--- src/hdl/self_program_flash_control_regs.svh ---
// Register offsets, bit positions and timing counts of the flash self-programming block
`ifndef SELF_PROGRAM_FLASH_CONTROL_REGS_SVH
`define SELF_PROGRAM_FLASH_CONTROL_REGS_SVH

// ----------------------------------------------------------------
// Register byte offsets
// ----------------------------------------------------------------
`define OFS_CONTROL_STATUS 5'h00
`define OFS_POINTER        5'h04
`define OFS_WRITE_DATA     5'h08
`define OFS_STORE_STROBE   5'h0c
`define OFS_LOAD_RESULT    5'h10

// ----------------------------------------------------------------
// Control/status bit positions and reset value
// ----------------------------------------------------------------
`define BIT_IRQ_ENABLE     7
`define BIT_SECTION_BUSY   6
`define BIT_RESERVED       5
`define BIT_SECTION_READ   4
`define BIT_LOCK_FUSE_READ 3
`define BIT_PAGE_PROGRAM   2
`define BIT_PAGE_ERASE     1
`define BIT_SELF_PROG_EN   0
`define CONTROL_RESET      8'h00

// ----------------------------------------------------------------
// Arming windows and pointer selectors
// ----------------------------------------------------------------
`define STORE_WINDOW_CYCLES 3'h4
`define LOAD_WINDOW_CYCLES  3'h3
`define SEL_LOW_FUSE        2'h0
`define SEL_LOCK_BITS       2'h1
`define SEL_EXT_FUSE        2'h2
`define SEL_HIGH_FUSE       2'h3
`define LOCK_UNUSED_BITS    6'h3f
`define ERASED_WORD         16'hffff

// ----------------------------------------------------------------
// Programming time
// ----------------------------------------------------------------
`define CLK_MHZ        100
`define PROG_MIN_US    3700
`define PROG_MAX_US    4500
`define RC_TICK_US     1
`define RC_TICK_CYCLES (`CLK_MHZ * `RC_TICK_US)
`define PROG_TICKS     ((`PROG_MIN_US + `RC_TICK_US - 1) / `RC_TICK_US)

`endif

--- src/hdl/self_program_flash_control_pkg.sv ---
// Types shared by the flash self-programming block
package self_program_flash_control_pkg;

  typedef enum logic [4:0] {
    CMD_BUFFER_LOAD    = 5'h01,
    CMD_PAGE_ERASE     = 5'h03,
    CMD_PAGE_PROGRAM   = 5'h05,
    CMD_LOCK_FUSE_READ = 5'h09,
    CMD_SECTION_READ   = 5'h11
  } command_e;

  typedef enum logic [1:0] {
    OP_IDLE    = 2'b00,
    OP_ERASE   = 2'b01,
    OP_PROGRAM = 2'b10
  } op_state_e;

endpackage

--- src/hdl/page_buffer_ram.sv ---
// Temporary page buffer memory with registered read port
`timescale 1ns/10ps
module page_buffer_ram #(
  parameter int WIDTH = 16,
  parameter int DEPTH = 32
) (
  // Clock
  input  wire logic                     clock,
  // Write port
  input  wire logic                     wr_en,
  input  wire logic [$clog2(DEPTH)-1:0] wr_index,
  input  wire logic [WIDTH-1:0]         wr_data,
  // Read port
  input  wire logic [$clog2(DEPTH)-1:0] rd_index,
  output logic      [WIDTH-1:0]         rd_data
);

  logic [WIDTH-1:0] mem [DEPTH];

  always_ff @(posedge clock)
  begin
    if (wr_en)
    begin
      mem[wr_index] <= wr_data;
    end
    rd_data <= mem[rd_index];
  end

endmodule

--- src/hdl/flash_op_timer.sv ---
// Timed erase/program sequencer paced by the RC tick divider
`timescale 1ns/10ps
`include "self_program_flash_control_regs.svh"
module flash_op_timer
  import self_program_flash_control_pkg::*;
#(
  parameter int DIV       = `RC_TICK_CYCLES,
  parameter int TICKS     = `PROG_TICKS,
  parameter int PAGE_BITS = 10
) (
  // Clock and power-on reset
  input  wire logic                 clock,
  input  wire logic                 por_n,
  // Request
  input  wire logic                 start,
  input  wire logic                 erase,
  input  wire logic [PAGE_BITS-1:0] page,
  // Status
  output logic                      busy,
  output logic                      done,
  output logic                      erase_active,
  output logic      [PAGE_BITS-1:0] op_page
);

  localparam int DW = $clog2(DIV + 1);
  localparam int TW = $clog2(TICKS + 1);

  typedef struct packed {
    op_state_e            state;
    logic [DW-1:0]        div;
    logic [TW-1:0]        ticks;
    logic [PAGE_BITS-1:0] page;
  } timer_s;

  timer_s timer_reg;
  timer_s timer_next;
  logic   tick;
  logic   last;

  assign tick         = (timer_reg.div == DW'(DIV - 1));
  assign last         = tick && (timer_reg.ticks == TW'(TICKS - 1));
  assign busy         = (timer_reg.state != OP_IDLE);
  assign done         = busy && last;
  assign erase_active = (timer_reg.state == OP_ERASE);
  assign op_page      = timer_reg.page;

  always_comb
  begin
    timer_next = timer_reg;
    unique case (timer_reg.state)
      OP_IDLE:
      begin
        if (start)
        begin
          timer_next.state = erase ? OP_ERASE : OP_PROGRAM;
          timer_next.page  = page;
          timer_next.div   = '0;
          timer_next.ticks = '0;
        end
      end
      OP_ERASE, OP_PROGRAM:
      begin
        // One RC tick per divider wrap
        if (tick)
        begin
          timer_next.div   = '0;
          timer_next.ticks = timer_reg.ticks + 1'b1; // see RULE22
        end
        else
        begin
          timer_next.div = timer_reg.div + 1'b1;
        end
        if (last)
        begin
          timer_next.state = OP_IDLE;
        end
      end
      default:
      begin
        timer_next.state = OP_IDLE;
      end
    endcase
  end

  // Only power-on clears it, so a system reset cannot cut a write short
  always_ff @(posedge clock or negedge por_n)
  begin
    if (!por_n)
    begin
      timer_reg <= '0; // see RULE21
    end
    else
    begin
      timer_reg <= timer_next;
    end
  end

endmodule

--- src/hdl/self_program_flash_control.sv ---
// Flash self-programming control: command register, page buffer and timed operations
// Function
// RULE1 - Pointer high bits page, low bits word
// RULE2 - Load uses pointer bit 0 as byte select
// RULE3 - Ready interrupt while enable bit is clear
// RULE4 - Section busy flag always reads zero
// RULE5 - Bit five reserved, reads zero
// RULE6 - Section read command clears the page buffer
// RULE7 - Armed load returns lock or fuse bits
// RULE8 - Armed store programs buffer into page, halts
// RULE9 - Program bit clears on completion or timeout
// RULE10 - Armed store erases page, halts, then clears
// RULE11 - Enable bit opens store for four cycles
// RULE12 - Plain store loads data word into buffer
// RULE13 - Enable clears after store; held during operations
// RULE14 - Only five command codes take effect
// RULE15 - EEPROM write blocks programming and fuse reads
// RULE16 - Software checks EEPROM busy before commands
// RULE17 - Lock bits return in result bits 1:0
// RULE18 - Lock/fuse arm clears after load or timeout
// RULE19 - Pointer selects low, high or extended fuse
// RULE20 - Programmed cells read zero, unprogrammed one
// RULE21 - Reset does not abort a running write
// RULE22 - Operations timed by RC tick, within limits
// RULE23 - Buffer erased after program, section read, reset
// RULE24 - EEPROM write during buffer fill loses data
// RULE25 - Page/word split set by page size parameter
`timescale 1ns/10ps
`include "self_program_flash_control_regs.svh"
module self_program_flash_control
  import self_program_flash_control_pkg::*;
#(
  parameter int    PAGE_WORDS = 32,
  parameter int    RC_DIV     = `RC_TICK_CYCLES,
  parameter int    PROG_TICKS = `PROG_TICKS,
  localparam int   WORD_BITS  = $clog2(PAGE_WORDS),
  localparam int   PAGE_BITS  = 15 - WORD_BITS
) (
  // Clock and resets
  input  wire logic                 clock,
  input  wire logic                 rstn,
  input  wire logic                 por_n,
  // Avalon-MM register slave
  input  wire logic [4:0]           avs_address,
  input  wire logic                 avs_read,
  input  wire logic                 avs_write,
  input  wire logic [31:0]          avs_writedata,
  input  wire logic [3:0]           avs_byteenable,
  output logic      [31:0]          avs_readdata,
  output logic                      avs_waitrequest,
  // Core status
  input  wire logic                 global_irq_flag,
  input  wire logic                 eeprom_write_busy,
  output logic                      program_ready_irq,
  output logic                      cpu_halt,
  // Nonvolatile cells, one means programmed
  input  wire logic [1:0]           lock_programmed,
  input  wire logic [7:0]           low_fuse_programmed,
  input  wire logic [7:0]           high_fuse_programmed,
  input  wire logic [7:0]           extended_fuse_programmed,
  // Flash array
  output logic      [14:0]          flash_rd_addr,
  input  wire logic [15:0]          flash_rd_data,
  output logic                      flash_op_busy,
  output logic                      flash_op_erase,
  output logic      [PAGE_BITS-1:0] flash_op_page,
  input  wire logic [WORD_BITS-1:0] buffer_rd_index,
  output logic      [15:0]          buffer_rd_data
);

  // ----------------------------------------------------------------
  // State
  // ----------------------------------------------------------------
  typedef struct packed {
    logic                  irq_en;
    logic                  sect_re;
    logic                  lf_arm;
    logic                  pg_wr;
    logic                  pg_er;
    logic                  spm_en;
    logic [2:0]            win;
    logic [15:0]           ptr;
    logic [15:0]           wdata;
    logic [PAGE_WORDS-1:0] valid;
    logic                  rd_done;
    logic [31:0]           rdata;
    logic                  halt;
    logic                  ack;
    logic                  ee_d;
    logic                  irq;
    logic                  buf_ok;
  } ctrl_s;

  ctrl_s                 state_reg;
  ctrl_s                 state_next;
  logic                  wr_ctl;
  logic                  wr_ptr;
  logic                  wr_data;
  logic                  wr_store;
  logic                  rd_load;
  logic [4:0]            cmd;
  logic                  cmd_legal;
  logic                  spm_open;
  logic                  lpm_open;
  logic                  start_op;
  logic [WORD_BITS-1:0]  word_idx;
  logic [7:0]            fuse_byte;
  logic [7:0]            load_byte;
  logic                  buf_we;
  logic [15:0]           buf_q;
  logic                  op_busy;
  logic                  op_done;

  // ----------------------------------------------------------------
  // Decode
  // ----------------------------------------------------------------
  assign wr_ctl   = avs_write && (avs_address == `OFS_CONTROL_STATUS) && avs_byteenable[0];
  assign wr_ptr   = avs_write && (avs_address == `OFS_POINTER);
  assign wr_data  = avs_write && (avs_address == `OFS_WRITE_DATA);
  assign wr_store = avs_write && (avs_address == `OFS_STORE_STROBE);
  assign rd_load  = avs_read && (avs_address == `OFS_LOAD_RESULT);
  assign cmd      = avs_writedata[4:0];
  assign cmd_legal = cmd inside {CMD_BUFFER_LOAD, CMD_PAGE_ERASE, CMD_PAGE_PROGRAM,
                                 CMD_LOCK_FUSE_READ, CMD_SECTION_READ}; // see RULE14

  assign word_idx = state_reg.ptr[WORD_BITS:1]; // see RULE1 see RULE25

  // Store accepted only inside the window and outside EEPROM writes
  assign spm_open = state_reg.spm_en && (state_reg.win < `STORE_WINDOW_CYCLES)
                    && !eeprom_write_busy; // see RULE11 see RULE15
  assign lpm_open = state_reg.spm_en && state_reg.lf_arm
                    && (state_reg.win < `LOAD_WINDOW_CYCLES)
                    && !eeprom_write_busy; // see RULE7 see RULE15
  assign start_op = wr_store && !state_reg.ack && !op_busy && spm_open
                    && (state_reg.pg_wr || state_reg.pg_er); // see RULE8 see RULE10

  // ----------------------------------------------------------------
  // Load result
  // ----------------------------------------------------------------
  always_comb
  begin
    unique case (state_reg.ptr[1:0])
      `SEL_LOW_FUSE:  fuse_byte = ~low_fuse_programmed; // see RULE19 see RULE20
      `SEL_LOCK_BITS: fuse_byte = {`LOCK_UNUSED_BITS, ~lock_programmed}; // see RULE17
      `SEL_EXT_FUSE:  fuse_byte = ~extended_fuse_programmed; // see RULE19
      `SEL_HIGH_FUSE: fuse_byte = ~high_fuse_programmed; // see RULE19
    endcase
  end

  assign load_byte = lpm_open ? fuse_byte
                   : (state_reg.ptr[0] ? flash_rd_data[15:8]
                                       : flash_rd_data[7:0]); // see RULE2 see RULE7

  // ----------------------------------------------------------------
  // Bus handshake
  // ----------------------------------------------------------------
  // Reads take one wait cycle so read data come from a flop;
  // a timed store is held off until the operation is done.
  always_comb
  begin
    if (avs_read)
    begin
      avs_waitrequest = !state_reg.rd_done;
    end
    else if (wr_store && !state_reg.ack)
    begin
      avs_waitrequest = op_busy || start_op; // see RULE8 see RULE10
    end
    else
    begin
      avs_waitrequest = 1'b0;
    end
  end

  // ----------------------------------------------------------------
  // Next state
  // ----------------------------------------------------------------
  always_comb
  begin
    state_next        = state_reg;
    buf_we            = 1'b0;
    state_next.ee_d   = eeprom_write_busy;
    state_next.buf_ok = state_reg.valid[buffer_rd_index];
    state_next.irq    = state_reg.irq_en && global_irq_flag
                        && !state_reg.spm_en; // see RULE3

    if (state_reg.spm_en && (state_reg.win != 3'h7))
    begin
      state_next.win = state_reg.win + 3'h1;
    end

    // Arming windows run out
    if (state_reg.spm_en && !state_reg.halt)
    begin
      if (state_reg.lf_arm && (state_reg.win == `LOAD_WINDOW_CYCLES - 3'h1))
      begin
        state_next.lf_arm = 1'b0; // see RULE18
        state_next.spm_en = 1'b0;
      end
      if (state_reg.win == `STORE_WINDOW_CYCLES - 3'h1)
      begin
        state_next.sect_re = 1'b0; // see RULE9 see RULE10 see RULE13
        state_next.lf_arm  = 1'b0;
        state_next.pg_wr   = 1'b0;
        state_next.pg_er   = 1'b0;
        state_next.spm_en  = 1'b0;
      end
    end

    if (eeprom_write_busy && !state_reg.ee_d)
    begin
      state_next.valid = '0; // see RULE24
    end

    // Control write: interrupt enable unless halted, command bits only when legal
    if (wr_ctl && !state_reg.halt)
    begin
      state_next.irq_en = avs_writedata[`BIT_IRQ_ENABLE];
      if (cmd_legal && !eeprom_write_busy && !op_busy) // see RULE14 see RULE15
      begin
        state_next.sect_re = cmd[`BIT_SECTION_READ];
        state_next.lf_arm  = cmd[`BIT_LOCK_FUSE_READ];
        state_next.pg_wr   = cmd[`BIT_PAGE_PROGRAM];
        state_next.pg_er   = cmd[`BIT_PAGE_ERASE];
        state_next.spm_en  = cmd[`BIT_SELF_PROG_EN]; // see RULE11
        state_next.win     = 3'h0;
        if (cmd == CMD_SECTION_READ)
        begin
          state_next.valid = '0; // see RULE6 see RULE23
        end
      end
    end

    if (wr_ptr)
    begin
      if (avs_byteenable[0])
      begin
        state_next.ptr[7:0] = avs_writedata[7:0];
      end
      if (avs_byteenable[1])
      begin
        state_next.ptr[15:8] = avs_writedata[15:8];
      end
    end

    if (wr_data)
    begin
      if (avs_byteenable[0])
      begin
        state_next.wdata[7:0] = avs_writedata[7:0];
      end
      if (avs_byteenable[1])
      begin
        state_next.wdata[15:8] = avs_writedata[15:8];
      end
    end

    // Store strobe
    if (wr_store && state_reg.ack)
    begin
      state_next.ack = 1'b0;
    end
    else if (start_op)
    begin
      state_next.halt = 1'b1; // see RULE8 see RULE10
    end
    else if (wr_store && !op_busy && state_reg.spm_en)
    begin
      // A buffer word takes one load only until the buffer is erased
      if (spm_open && !state_reg.sect_re && !state_reg.lf_arm
          && !state_reg.valid[word_idx])
      begin
        buf_we                     = 1'b1; // see RULE12 see RULE23
        state_next.valid[word_idx] = 1'b1;
      end
      state_next.sect_re = 1'b0; // see RULE13
      state_next.lf_arm  = 1'b0;
      state_next.pg_wr   = 1'b0;
      state_next.pg_er   = 1'b0;
      state_next.spm_en  = 1'b0;
    end

    // Timed operation finished
    if (op_done)
    begin
      if (state_reg.halt)
      begin
        state_next.ack  = 1'b1;
        state_next.halt = 1'b0;
      end
      state_next.pg_wr  = 1'b0; // see RULE9 see RULE10 see RULE13
      state_next.pg_er  = 1'b0;
      state_next.spm_en = 1'b0;
      if (!flash_op_erase)
      begin
        state_next.valid = '0; // see RULE23
      end
    end

    // Register reads, answered from a flop one cycle later
    if (avs_read && !state_reg.rd_done)
    begin
      state_next.rd_done = 1'b1;
      state_next.rdata   = '0;
      unique case (avs_address)
        `OFS_CONTROL_STATUS:
        begin
          state_next.rdata[`BIT_IRQ_ENABLE]     = state_reg.irq_en;
          state_next.rdata[`BIT_SECTION_BUSY]   = 1'b0; // see RULE4
          state_next.rdata[`BIT_RESERVED]       = 1'b0; // see RULE5
          state_next.rdata[`BIT_SECTION_READ]   = state_reg.sect_re;
          state_next.rdata[`BIT_LOCK_FUSE_READ] = state_reg.lf_arm;
          state_next.rdata[`BIT_PAGE_PROGRAM]   = state_reg.pg_wr;
          state_next.rdata[`BIT_PAGE_ERASE]     = state_reg.pg_er;
          state_next.rdata[`BIT_SELF_PROG_EN]   = state_reg.spm_en;
        end
        `OFS_POINTER:     state_next.rdata[15:0] = state_reg.ptr;
        `OFS_WRITE_DATA:  state_next.rdata[15:0] = state_reg.wdata;
        `OFS_LOAD_RESULT: state_next.rdata[7:0]  = load_byte;
        default:          state_next.rdata       = '0;
      endcase
      if (rd_load && lpm_open)
      begin
        state_next.lf_arm = 1'b0; // see RULE18
        state_next.spm_en = 1'b0;
      end
    end
    else
    begin
      state_next.rd_done = 1'b0;
    end
  end

  always_ff @(posedge clock or negedge rstn)
  begin
    if (!rstn)
    begin
      state_reg <= '0; // see RULE23
    end
    else
    begin
      state_reg <= state_next;
    end
  end

  // ----------------------------------------------------------------
  // Page buffer and timed operation
  // ----------------------------------------------------------------
  page_buffer_ram #(
    .WIDTH (16),
    .DEPTH (PAGE_WORDS)
  ) buffer_ram (
    .clock    (clock),
    .wr_en    (buf_we),
    .wr_index (word_idx),
    .wr_data  (state_reg.wdata),
    .rd_index (buffer_rd_index),
    .rd_data  (buf_q)
  );

  flash_op_timer #(
    .DIV       (RC_DIV),
    .TICKS     (PROG_TICKS),
    .PAGE_BITS (PAGE_BITS)
  ) op_timer (
    .clock        (clock),
    .por_n        (por_n),
    .start        (start_op),
    .erase        (state_reg.pg_er),
    .page         (state_reg.ptr[15:WORD_BITS+1]), // see RULE1 see RULE8 see RULE10
    .busy         (op_busy),
    .done         (op_done),
    .erase_active (flash_op_erase),
    .op_page      (flash_op_page)
  );

  // ----------------------------------------------------------------
  // Outputs
  // ----------------------------------------------------------------
  // Unloaded words go to the array as erased data
  assign buffer_rd_data    = state_reg.buf_ok ? buf_q : `ERASED_WORD;
  assign avs_readdata      = state_reg.rdata;
  assign program_ready_irq = state_reg.irq;
  assign cpu_halt          = state_reg.halt || op_busy;
  assign flash_op_busy     = op_busy;
  assign flash_rd_addr     = state_reg.ptr[15:1];

endmodule

--- config.mk ---
export PLATFORM = sky130hd
export DESIGN_NAME = self_program_flash_control
export DESIGN_NICKNAME = d
export VERILOG_FILES = /design/src/hdl/self_program_flash_control_pkg.sv /design/src/hdl/page_buffer_ram.sv /design/src/hdl/flash_op_timer.sv /design/src/hdl/self_program_flash_control.sv
export VERILOG_INCLUDE_DIRS = /design/src /design/src/hdl
export SDC_FILE = /design/constraint.sdc
export NUM_CORES = 1
export LEC_CHECK = 0
export BUFFER_PORTS_ARGS = -buffer_cell sky130_fd_sc_hd__buf_4
export CELL_PAD_IN_SITES_DETAIL_PLACEMENT = 0
export CELL_PAD_IN_SITES_GLOBAL_PLACEMENT = 2
export CORE_ASPECT_RATIO = 0.6
export CORE_MARGIN = 4
export CORE_UTILIZATION = 45
export DETAILED_ROUTE_END_ITERATION = 6
export PLACE_DENSITY_LB_ADDON = 0.1
export REMOVE_ABC_BUFFERS = 1
export SLEW_MARGIN = 20
export SYNTH_ARGS = -nofsm -noshare
export SYNTH_HDL_FRONTEND = slang
export SYNTH_SLANG_ARGS = --single-unit
--- constraint.sdc ---
create_clock -name clock -period 5.7 [get_ports clock]
set_input_delay 0.57 -clock clock [delete_from_list [all_inputs] [get_ports clock]]
set_output_delay 0.57 -clock clock [all_outputs]
set_load 0.02 [all_outputs]
==> results of run 1 <==
==> cells in the mapped netlist (all sizes together), types with 5 or more instances <==
library cell  count
edfxtp          512
mux4            143
dfrtp           126
buf              89
mux2i            84
clkbuf           57
mux2             57
nor2             55
nand2            37
nor3             36
nand3            35
a221oi           31
a21oi            28
a22o             28
nand2b           26
o21ai            23
o2bb2ai          21
dfxtp            16
inv              11
nor4             11
or4              11
and2             10
ha                9
nor2b             9
o211ai            9
or3               8
a2bb2oi           6
nand4             6
or2               5
==> metrics by stage <==
step                       util  cell area [um^2]  worst slack (ps)  cells
after global routing      0.526             31400              1620   2554
after global placement    0.493             29400              1850   2441
after detailed placement  0.493             29400              1800   2441
final                     0.526             31400              1910   2555
after CTS                 0.526             31400              1810   2553
after floorplan               -             26600              1550   1419
==> what timing repair did <==
item,in CTS,in global routing
endpoints found under the hold margin,31,0
hold buffers,1,0
gates resized for setup,0,0
setup buffers,0,0
==> placed cells by master, fill, tap and decap left out, drive strengths merged, types with 31 or more instances in the layout <==
cell    instances
nor3           36
a221oi         31
mux2i          84
edfxtp        512
clkbuf         77
dfrtp         126
nand3          35
mux2           57
buf           207
mux4          143
nand2          37
nor2           55
==> per-layer routing <==
layer  vias up  share of wire
met5         -        0.00044
met4         4          0.016
met3        83          0.071
met2       375           0.42
met1      7890           0.49
li1       6471              -
==> worst reg2reg max path: stages (launching register included) <==
cell and delay, ps:
sky130_fd_sc_hd__dfrtp_1 760, sky130_fd_sc_hd__nand3b_1 550, sky130_fd_sc_hd__o22ai_1 280, sky130_fd_sc_hd__a2111oi_4 420, sky130_fd_sc_hd__and2b_1 540, sky130_fd_sc_hd__and2_1 870
==> final timing paths <==
path	startpoint	end	slack, ps	depth (start not counted)
max	flash_rd_addr[3]	buffer_ram.mem[25][13]	1910	5
max in group asynchronous	rstn	state_reg[62]	4620	2
min reg2reg	avs_readdata[3]	avs_readdata[3]	510	2
max reg2reg	flash_rd_addr[3]	buffer_ram.mem[25][13]	1910	5
min in group clock	eeprom_write_busy	state_reg[2]	150	1
min	rstn	state_reg[82]	40	1
==> final cells by class <==
type                    count  area share
multi-input cells         754       0.252
flip-flops and latches    654       0.600
clock buffers              77      0.0518
repair buffers            208      0.0510
diodes                      1   0.0000797
well taps                 816      0.0325
clock inverters            34      0.0114
inverters                  11     0.00132
==> kinds of logic after synthesis <==
kind of cell | Yosys count | synth area share
multiplexers | 284 | 0.172
XOR/XNOR | 1 | 0.000320
AO/OA/AOI/OAI | 171 | 0.0486
other | 1 | 0.000137
flip-flops | 654 | 0.689
AND/OR/NAND/NOR | 272 | 0.0548
adder cells (fa/ha/maj) | 10 | 0.00448
buffers and inverters | 157 | 0.0302
==> power by group <==
group,switching (mW),internal (mW)
combinational,0.524,0.304
clock,1.77,2.33
sequential,0.119,5.30
==> results summary, run 1 <==
A synthesized cell averages 17.6 um^2. In the finished design, the share of the clock period the worst path needs comes to 0.666. The number of max-cap violations came out at 0. The highest net fanout along the worst path came out at 16. The arrival time of data at the critical path endpoint came out at 4030 ps. The core region is 59700 um^2.

In this run the most used layer during global routing was met1. The number of flip-flops in the largest register is 512. The chip width came out at 326 um. For this configuration, the core starts out at a cell density of 0.458.

The die covers 64900 um^2. The total iterations of the first detailed-routing run came out at 5. Setup repair after global routing left no endpoint under its margin.

The via count is 14823. The per-cell routed wire length came out at 27.4 um. The H-tree generated during clock tree synthesis spans 2 levels. The insertion delay to the later sink of the worst-skew pair came out at 620 ps.

The sum of overflow across all layers after global routing is 0. In the post-synthesis netlist, the biggest area contributors are sky130_fd_sc_hd__edfxtp_1 (56%), sky130_fd_sc_hd__mux4_2 (12%), sky130_fd_sc_hd__dfrtp_1 (12%). The post-synthesis sequential area ratio came out at 0.689. The number of filler cells placed in the layout came out at 4778.

The number of ports placed on the die boundary came out at 173. The kind of cell adding the most delay to the critical path is simple AND/OR/NAND/NOR gates. Counting flops with a built-in enable in the synthesized netlist gives 512. The worst path needs 3790 ps of the cycle, external delays included.

The dominant register cell in the synthesized netlist is sky130_fd_sc_hd__edfxtp_1. From bottom edge to top edge, the die measures 199 um. The number of hold violations in the final report came out at 0. The largest net degree at the start of global routing is 67.

After legalization and detailed placement, the total HPWL measured 45.9 mm. The fraction of final layout cells with drive strength greater than 1 came out at 0.312. The run finished with clean final reports. In this design, the stage delay of the slowest critical-path cell is 860 ps. The final-layout setup total negative slack came out at 0 ps. The Yosys warning count is 0. The number of CTS-inserted buffers is 60. The tightest hold margin came out at 42.9 ps.

In this run the tool buffered the top-level ports with 138 buffer cells. The highest clock rate came out at 264 MHz. In the synthesized netlist, the number of instances is 1550. The clock passes through at most 3 buffers. Dividing total power by cell area gives a power density of 330 nW/um^2. The share of the synthesized area in the top cell type is 0.562. The number of placement rows came out at 69. The path class of the tightest hold or removal check is primary input to asynchronous set/reset pin. The combined global-route utilization of all metal layers is 0.218. The met3 track demand over resource is 0.0497. The final net count came out at 1793. The synthesized netlist occupies a cell area of 27300 um^2. The met1 routing resource usage after global routing is 0.352. The clock arrives with 19.9 ps of skew. VDD sags by at most 0.194 mV. The count of clock tree sinks is 654. The unique cell type count in the Yosys netlist came out at 66. The initial antenna violation count was 5.

Among all stages on the critical path, the largest delay is contributed by sky130_fd_sc_hd__and2_1. The worst endpoint required time is 5940 ps. The combined buffer and inverter count along the critical path came out at 0. Setup violations remaining at the end of the flow were counted as 0. The CTS clock-pin slew for the worst setup and hold paths is 60 ps. The first routing iteration left 1467 violations.

In the routed design, unresolved DRC markers number 0. The register area is 18800 um^2. For met2 alone, demand over resource in global routing was 0.305. The total wire length after detailed routing came out at 70.1 mm. The actual slew at the worst max-slew pin came out at 977 ps. TritonCTS built the clock tree. The number of nets with antenna violations after routing came out at 0. The final number of max-transition violations came out at 0. The cell accounting for the most synthesized area is sky130_fd_sc_hd__edfxtp_1.

The multi-input combinational cells in the finished layout cover a total of 7900 um^2. The critical path goes through nand3b_1 > o22ai_1 > a2111oi_4 > and2b_1 > and2_1. The number of vias per cell after detailed routing is 5.80. Counting flops with an async set or reset pin after synthesis yields a share of 0.193. The kind of capture point of the worst setup path is a flip-flop. The master cell of the clock root buffer is sky130_fd_sc_hd__clkbuf_16. The total leakage power is 11.0 nW. The via count of the first global-routing pass came to 14821. The critical path is of the flip-flop to flip-flop type. The synthesis-to-finish area growth came out at 14.8%. The total design power came out at 10.4 mW.

In this run the tightest slew margin relative to its limit is 0.349. The number of synthesized register bits came out at 654. The worst setup path is launched from a flip-flop. The global placement routability congestion came out at 0.809. The first global-routing pass estimated 103 mm of wire.
No activity file was read; power rests on OpenSTA's default activity.
==> run 2, diff against run 1 <==
clock period = 3.85 ns   (was 5.7 ns; I/O delays follow)
==> results summary, run 2 (synthesis gave the netlist of run 1 again) <==
The number of max-cap violations came out at 0. The master cell of the clock root buffer is sky130_fd_sc_hd__clkbuf_16. For this run, the post-layout net count is 1835. After the flow finishes, the layout carries non-filler instances totaling 2597. The per-cell routed wire length came out at 27.9 um. The critical path is of the flip-flop to flip-flop type. STA puts the critical path data required time at 4150 ps. The final antenna diode count came out at 0. The via count of the first global-routing pass is 14975. During placement, the flow inserted port buffers numbering 138. The number of vias per cell after detailed routing came out at 5.81. The number of placed cells counting well taps is 2469.

Relative to the synthesized area, the layout overhead comes to 16.5%. The initial antenna violation count came out at 2. The number of CTS-inserted buffers is 60. Detailed placement finished with a half-perimeter wire length of 48.6 mm. The library cells used most frequently in the layout, excluding fill and tap cells, are sky130_fd_sc_hd__edfxtp_1 (512), sky130_fd_sc_hd__buf_4 (228), sky130_fd_sc_hd__mux4_2 (143), sky130_fd_sc_hd__dfrtp_1 (126), sky130_fd_sc_hd__mux2i_1 (84). The most common cell after layout, fill and taps aside is sky130_fd_sc_hd__edfxtp_1.

For this configuration, the core starts out at a cell density of 0.458. The maximum root-to-sink buffer count came out at 3. In the post-route analysis, the smallest setup slack over all paths is 738 ps. The highest net fanout along the worst path is 16.

At the pin with the least slew margin, the transition time is 1080 ps. The number of violations reported at the end of detailed-routing iteration 0 is 1533. The total leakage power came out at 11.3 nW.

The run finished with clean final reports. The die area came out at 64900 um^2. 173 I/O pins were placed. The cell count of the worst reg-to-reg path is 8. The headroom to the max-slew limit came out at 0.276. The number of hold violations in the final report is 0. The highest clock rate is 321 MHz. The global-route wire length before repair is 106 mm.

The path class of the tightest hold or removal check is primary input to flip-flop. The count of cell instances traversed by the critical path is 8. The worst setup path is launched from a flip-flop. The post-place setup slack came out at 593 ps. In this design, the critical path's most frequently occurring cell is sky130_fd_sc_hd__buf_4.

In the routed design, unresolved DRC markers number 0. Across every metal layer, demand over resource in global routing totals 0.225. The CTS clock-pin slew for the worst setup and hold paths is 60 ps. The number of placement rows came out at 69. The number of nets with antenna violations after routing came out at 0. The kind of cell adding the most delay to the critical path is simple AND/OR/NAND/NOR gates. The number of flip-flops in the largest register came out at 512. The part of the cycle the worst path needs is 0.808. Clock latency on the worst-skew pair, taken at its later pin, is 630 ps. The total wire length after detailed routing is 72.5 mm. IR analysis of the VDD net gives a maximum drop of 0.336 mV. Routability-driven placement finished with a final weighted congestion of 0.804. The clock net in this run drives a total of 654 sinks. The maximum level of the CTS H-tree is 2.

The power density relative to cell area is 490 nW/um^2. The combined buffer and inverter count along the critical path is 3. The number of instances on the worst hold path is 2. The via count came out at 15076. The worst stage delay on the critical path is 480 ps. The clock tree from TritonCTS is built. The fraction of final layout cells with drive strength greater than 1 came out at 0.318. The floorplan step set the die width to 326 um.

The final number of max-transition violations is 0. On the critical path, the stage with the largest delay is an instance of sky130_fd_sc_hd__a2111oi_4. The count of cells resized by post-cts repair came out at 0.

The die extent in y is 199 um. The placeable core region is 59700 um^2. The total iterations of the first detailed-routing run came out at 5. Setup violations remaining at the end of the flow were counted as 0. Setup repair after global routing left no endpoint under its margin.

The final period demand of the worst path is 3110 ps. The signal on the critical path passes through buf_4 > nand3b_1 > o22ai_1 > a2111oi_4 > nand2b_2 > buf_4 > nor4_4 > buf_4. The largest net degree at the start of global routing came out at 60. The largest clock skew in the final design came out at 15.7 ps.

The sum of overflow across all layers after global routing is 0. The arrival time of data at the critical path endpoint came out at 3410 ps. The worst setup path is captured at a flip-flop.
==> run 2: what timing repair did <==
item	CTS	global route
buffers inserted	0	0
endpoints found under the hold margin	115	0
hold buffers	16	0
==> run 2: power by group <==
group | internal (mW) | switching, mW | total, mW
logic | 0.478 | 0.799 | 1.28
clock network | 3.71 | 2.62 | 6.33
registers | 7.85 | 0.163 | 8.01
==> run 2: metrics by stage <==
step                power (mW)  TNS (ps)  hold WS [ps]  instance area, um^2  utilization
finish                    15.6         0          55.8                31900        0.534
global placement          9.41         0           373                29600        0.497
floorplan                 8.66    -40050          89.4                26600            -
detailed placement        9.44         0           370                29600        0.497
global route              16.2         0          39.8                31900        0.534
CTS                       15.8         0          4.11                31900        0.534
==> run 2: worst register-to-register path, stage by stage (launching register included) <==
cell and delay, ps:
sky130_fd_sc_hd__dfrtp_1 470, sky130_fd_sc_hd__buf_4 220, sky130_fd_sc_hd__nand3b_1 410, sky130_fd_sc_hd__o22ai_1 230, sky130_fd_sc_hd__a2111oi_4 480, sky130_fd_sc_hd__nand2b_2 110, sky130_fd_sc_hd__buf_4 230, sky130_fd_sc_hd__nor4_4 270
sky130_fd_sc_hd__buf_4 330
==> run 2: area by class of cell <==
cell class                      instances  area, um^2
Inverter                               11        41.3
Fill cell                            4767       27800
Clock inverter                         36         453
Sequential cell                       654       18800
Multi-Input combinational cell        754        7900
Tap cell                              816        1020
Timing Repair Buffer                  250        1980
Clock buffer                           76        1620
==> run 2: layer usage <==
layer | part of all wire | wire [um] | vias to the layer above | GRT usage
met5 | 0 | 0 | - | 0
met4 | 0.012 | 845 | 0 | 0.0368
met3 | 0.071 | 5130 | 70 | 0.0585
met2 | 0.41 | 29900 | 385 | 0.310
met1 | 0.51 | 36600 | 8063 | 0.364
li1 | - | - | 6558 | -
==> run 2: path summary, 6_finish.rpt <==
kind | startpoint | end | slack, ps
worst max-delay path | flash_rd_addr[3] | buffer_ram.mem[11][10] | 740
worst max register to register | flash_rd_addr[3] | buffer_ram.mem[11][10] | 740
worst min-delay path | avs_writedata[4] | flash_rd_addr[3] | 60
max in group asynchronous | rstn | state_reg[69] | 2560
worst min register to register | avs_readdata[3] | avs_readdata[3] | 510
min in group asynchronous | por_n | op_timer.op_page[2] | 280
==> run 3, diff against run 2 <==
ABC_AREA = 1   (was not set)
CORE_UTILIZATION = 37   (was 45)
clock period = 2.85 ns   (was 3.85 ns; I/O delays follow)
==> results summary, run 3 <==
Clock skew on the completed layout was measured at 44.7 ps. The floorplan step set the die width to 362 um. The most common cell after layout, fill and taps aside is sky130_fd_sc_hd__edfxtp_1. The worst endpoint required time came out at 3180 ps. The internal cell power came out at 15.8 mW. The internal reg-to-reg setup slack is 420 ps. The count of port buffers added during placement came out at 138. Post-CTS timing repair inserted 0 buffers for setup. In the synthesized netlist, the number of instances is 2490. By area the synthesized netlist is led by sky130_fd_sc_hd__edfxtp_1 (55%), sky130_fd_sc_hd__dfrtp_1 (11%), sky130_fd_sc_hd__o21ai_0 (6.4%). The maximum level of the CTS H-tree came out at 2. The switching part of the total power is 0.246.

Dividing the detail-routed wire length by the instance count gives 22.8 um. Setup repair after global routing left no endpoint under its margin. The cell accounting for the most synthesized area is sky130_fd_sc_hd__edfxtp_1. Setup violations remaining at the end of the flow were counted as 0. The register area is 18900 um^2. The via count of the first global-routing pass is 19015. The combinational share of power came out at 0.090.

The critical path is of the flip-flop to flip-flop type. The global-route wire length before repair is 125 mm. The initial antenna violation count came out at 0. The area of the mapped netlist came out at 27800 um^2. The via count came out at 19568. For the worst flop-to-flop path, the logic depth is 14. The final antenna diode count came out at 0. The highest ir drop seen on vdd is 0.520 mV. The fraction of final layout cells with drive strength greater than 1 came out at 0.140. The highest clock rate is 411 MHz. The critical path startpoint is op_timer.timer_reg[29]. STA puts the critical path data arrival time at 2760 ps. The number of flip-flops in the largest register is 512.

The synthesis-to-finish area growth came out at 18.2%. The number of hold violations in the final report is 0. The power density relative to cell area came out at 636 nW/um^2.

The area of all placed cells without fillers came out at 32800 um^2. The instance area at placement is 30700 um^2. The actual slew at the worst max-slew pin is 875 ps.

The number of placed cells counting well taps came out at 3554. For this design the static power due to leakage is 12.5 nW. The die extent in y came out at 220 um. After detailed routing, the number of remaining DRC violations is 0. The number of instances on the worst hold path came out at 3.

For this run, the total global-route usage over all layers was measured as 0.210. The count of clock tree sinks came out at 654. The average instance in the mapped netlist occupies 11.2 um^2. The placed wire-length estimate after detailed placement came out at 54.3 mm. In this run the power spent charging and discharging nets is 5.13 mW. The number of CTS-inserted buffers came out at 61. Row generation in the floorplan step produced 77 rows.

In the finished design, the share of the clock period the worst path needs comes to 0.854. The total wire length after detailed routing came out at 83.9 mm. After clock tree synthesis, the clock-pin slew on the worst setup and hold paths is 70 ps.

For this run, asynchronously set or reset flops after synthesis account for 0.193. The largest net degree at the start of global routing is 106. The maximum root-to-sink buffer count is 3. Counting flops with a built-in enable in the synthesized netlist gives 512. The highest net fanout along the worst path came out at 20.

The clock tree from TritonCTS is built. The number of vias per cell after detailed routing came out at 5.31. In this run the remaining antenna-violating nets after routing total 0. In this run the worst setup path terminates at buffer_ram.mem[12][4].

The part of the power in registers is 0.517. In the layout the commonest cells are sky130_fd_sc_hd__edfxtp_1 (512), sky130_fd_sc_hd__nor2_1 (356), sky130_fd_sc_hd__o21ai_0 (354), sky130_fd_sc_hd__nand2_1 (293), sky130_fd_sc_hd__buf_4 (210). The number of different library cells used by synthesis comes to 41.

The endpoint of the lowest-slack register-to-register path is buffer_ram.mem[12][4]. The most used flip-flop cell after synthesis is sky130_fd_sc_hd__edfxtp_1. For this design the top-level I/O count stands at 173.

During synthesis, Yosys emitted a total of 0 warnings. The flow ran to the end, and the final reports show no timing, DRC or antenna violations. The final net count is 2753. The worst hold path belongs to the class primary input to flip-flop. The final period demand of the worst path is 2430 ps.

The floorplan step defined a die boundary enclosing 79600 um^2. Counting flops and latches in the post-synthesis netlist gives 654. The number of filler cells placed in the layout came out at 6926. The commonest cells after synthesis are sky130_fd_sc_hd__edfxtp_1 (512), sky130_fd_sc_hd__nor2_1 (357), sky130_fd_sc_hd__o21ai_0 (354).

The insertion delay to the later sink of the worst-skew pair is 660 ps. The headroom to the max-slew limit is 0.417. The worst setup path is captured at a flip-flop. The critical path startpoint category is a flip-flop. For this block, the initial DRC count from the detailed router was 1651. The share of the synthesized area in the top cell type came out at 0.554. The global placement routability congestion is 0.815. Global routing finished with a remaining overflow of 0.

The count of cells resized by post-cts repair came out at 0. In the post-synthesis netlist, the cell with the most instances is sky130_fd_sc_hd__edfxtp_1. The multi-input logic area is 7400 um^2. The total iterations of the first detailed-routing run is 7. The core region is 74000 um^2.

The number of max-cap violations came out at 0. The share of the Yosys chip area taken by registers is 0.679. The fraction of power consumed by the clock network came out at 0.392.

The final number of max-transition violations came to 0. The initial utilization of the core area, before any placement, comes to 0.375. The tree is rooted in a sky130_fd_sc_hd__clkbuf_16. The number of standard cells in the layout, taps in and fillers out came out at 3686. The launch instance of the worst register-to-register path is op_timer.timer_reg[29].
## run 3: final cells by class
| class | instances | share of cell area |
|---|---|---|
| Clock buffer | 81 | 0.0494 |
| Clock inverter | 32 | 0.0107 |
| Inverter | 150 | 0.0174 |
| Multi-Input combinational cell | 1501 | 0.225 |
| Sequential cell | 654 | 0.574 |
| Tap cell | 987 | 0.0376 |
| Timing Repair Buffer | 281 | 0.0853 |
## run 3: logic make-up after synthesis
| kind of cell | synth area share |
|---|---|
| DFF | 0.679 |
| adders and majority gates | 0.00406 |
| AOI/OAI and AO/OA | 0.127 |
| and+or+nand+nor | 0.128 |
| buffers and inverters | 0.0570 |
| muxes | 0.00446 |
| xor gates and xnor gates | 0.000631 |
| other | 0.000135 |
## run 3: routing by layer
metal  wire, um  part of all wire  global-route usage  vias up
met5          0                 0                   0        -
met3       3650             0.044              0.0299       94
met1      44300              0.53               0.337     9904
met4       1220             0.014              0.0406        0
met2      34700              0.41               0.301      440
li1           -                 -                   -     9130
## run 3: worst min-delay path by stage
stage | startpoint | end | slack (ps)
final | avs_writedata[0] | state_reg[70] | 70
after detailed placement | por_n | op_timer.op_page[9] | 280
after global routing | avs_address[4] | state_reg[110] | 80
after floorplan | rstn | avs_readdata[0] | -10
after global placement | por_n | op_timer.op_page[9] | 280
after CTS | avs_writedata[0] | state_reg[70] | 30
## run 3: metrics by stage
stage	TNS (ps)	hold slack, ps	util	worst slack [ps]	power [mW]
after global routing	0	82.6	0.444	214	21.8
after detailed placement	0	279	0.414	329	12.9
after floorplan	-26750	-10.6	-	-1670	11.8
after CTS	0	27.5	0.444	405	21.2
final	0	71.8	0.444	417	20.9
after global placement	0	277	0.414	330	12.9
## run 3: repair_timing
item	CTS	global route
hold buffers	19	0
setup endpoints to repair	0	0
hold endpoints to repair	97	0
## run 3: worst max-delay path, cell delays in order, from the launching register on
cell and delay, ps:
sky130_fd_sc_hd__dfrtp_1 400, sky130_fd_sc_hd__inv_1 60, sky130_fd_sc_hd__ha_1 220, sky130_fd_sc_hd__o21ai_1 80, sky130_fd_sc_hd__nor2_1 60, sky130_fd_sc_hd__nand3_2 70
sky130_fd_sc_hd__nand2_2 50, sky130_fd_sc_hd__nor2_1 90, sky130_fd_sc_hd__buf_4 160, sky130_fd_sc_hd__nand2_1 90, sky130_fd_sc_hd__nor2_4 180, sky130_fd_sc_hd__buf_12 170
sky130_fd_sc_hd__nand3_1 100, sky130_fd_sc_hd__inv_1 170, sky130_fd_sc_hd__buf_12 190
## run 3: power groups by stage
stage | Combinational [mW] | Sequential (mW) | Clock [mW]
finish | 1.88 | 10.8 | 8.20
global route | 2.07 | 10.8 | 8.85
CTS | 1.91 | 10.8 | 8.44
detailed placement | 1.88 | 11.0 | 0
global placement | 1.86 | 11.0 | 0
floorplan | 0.689 | 11.1 | 0
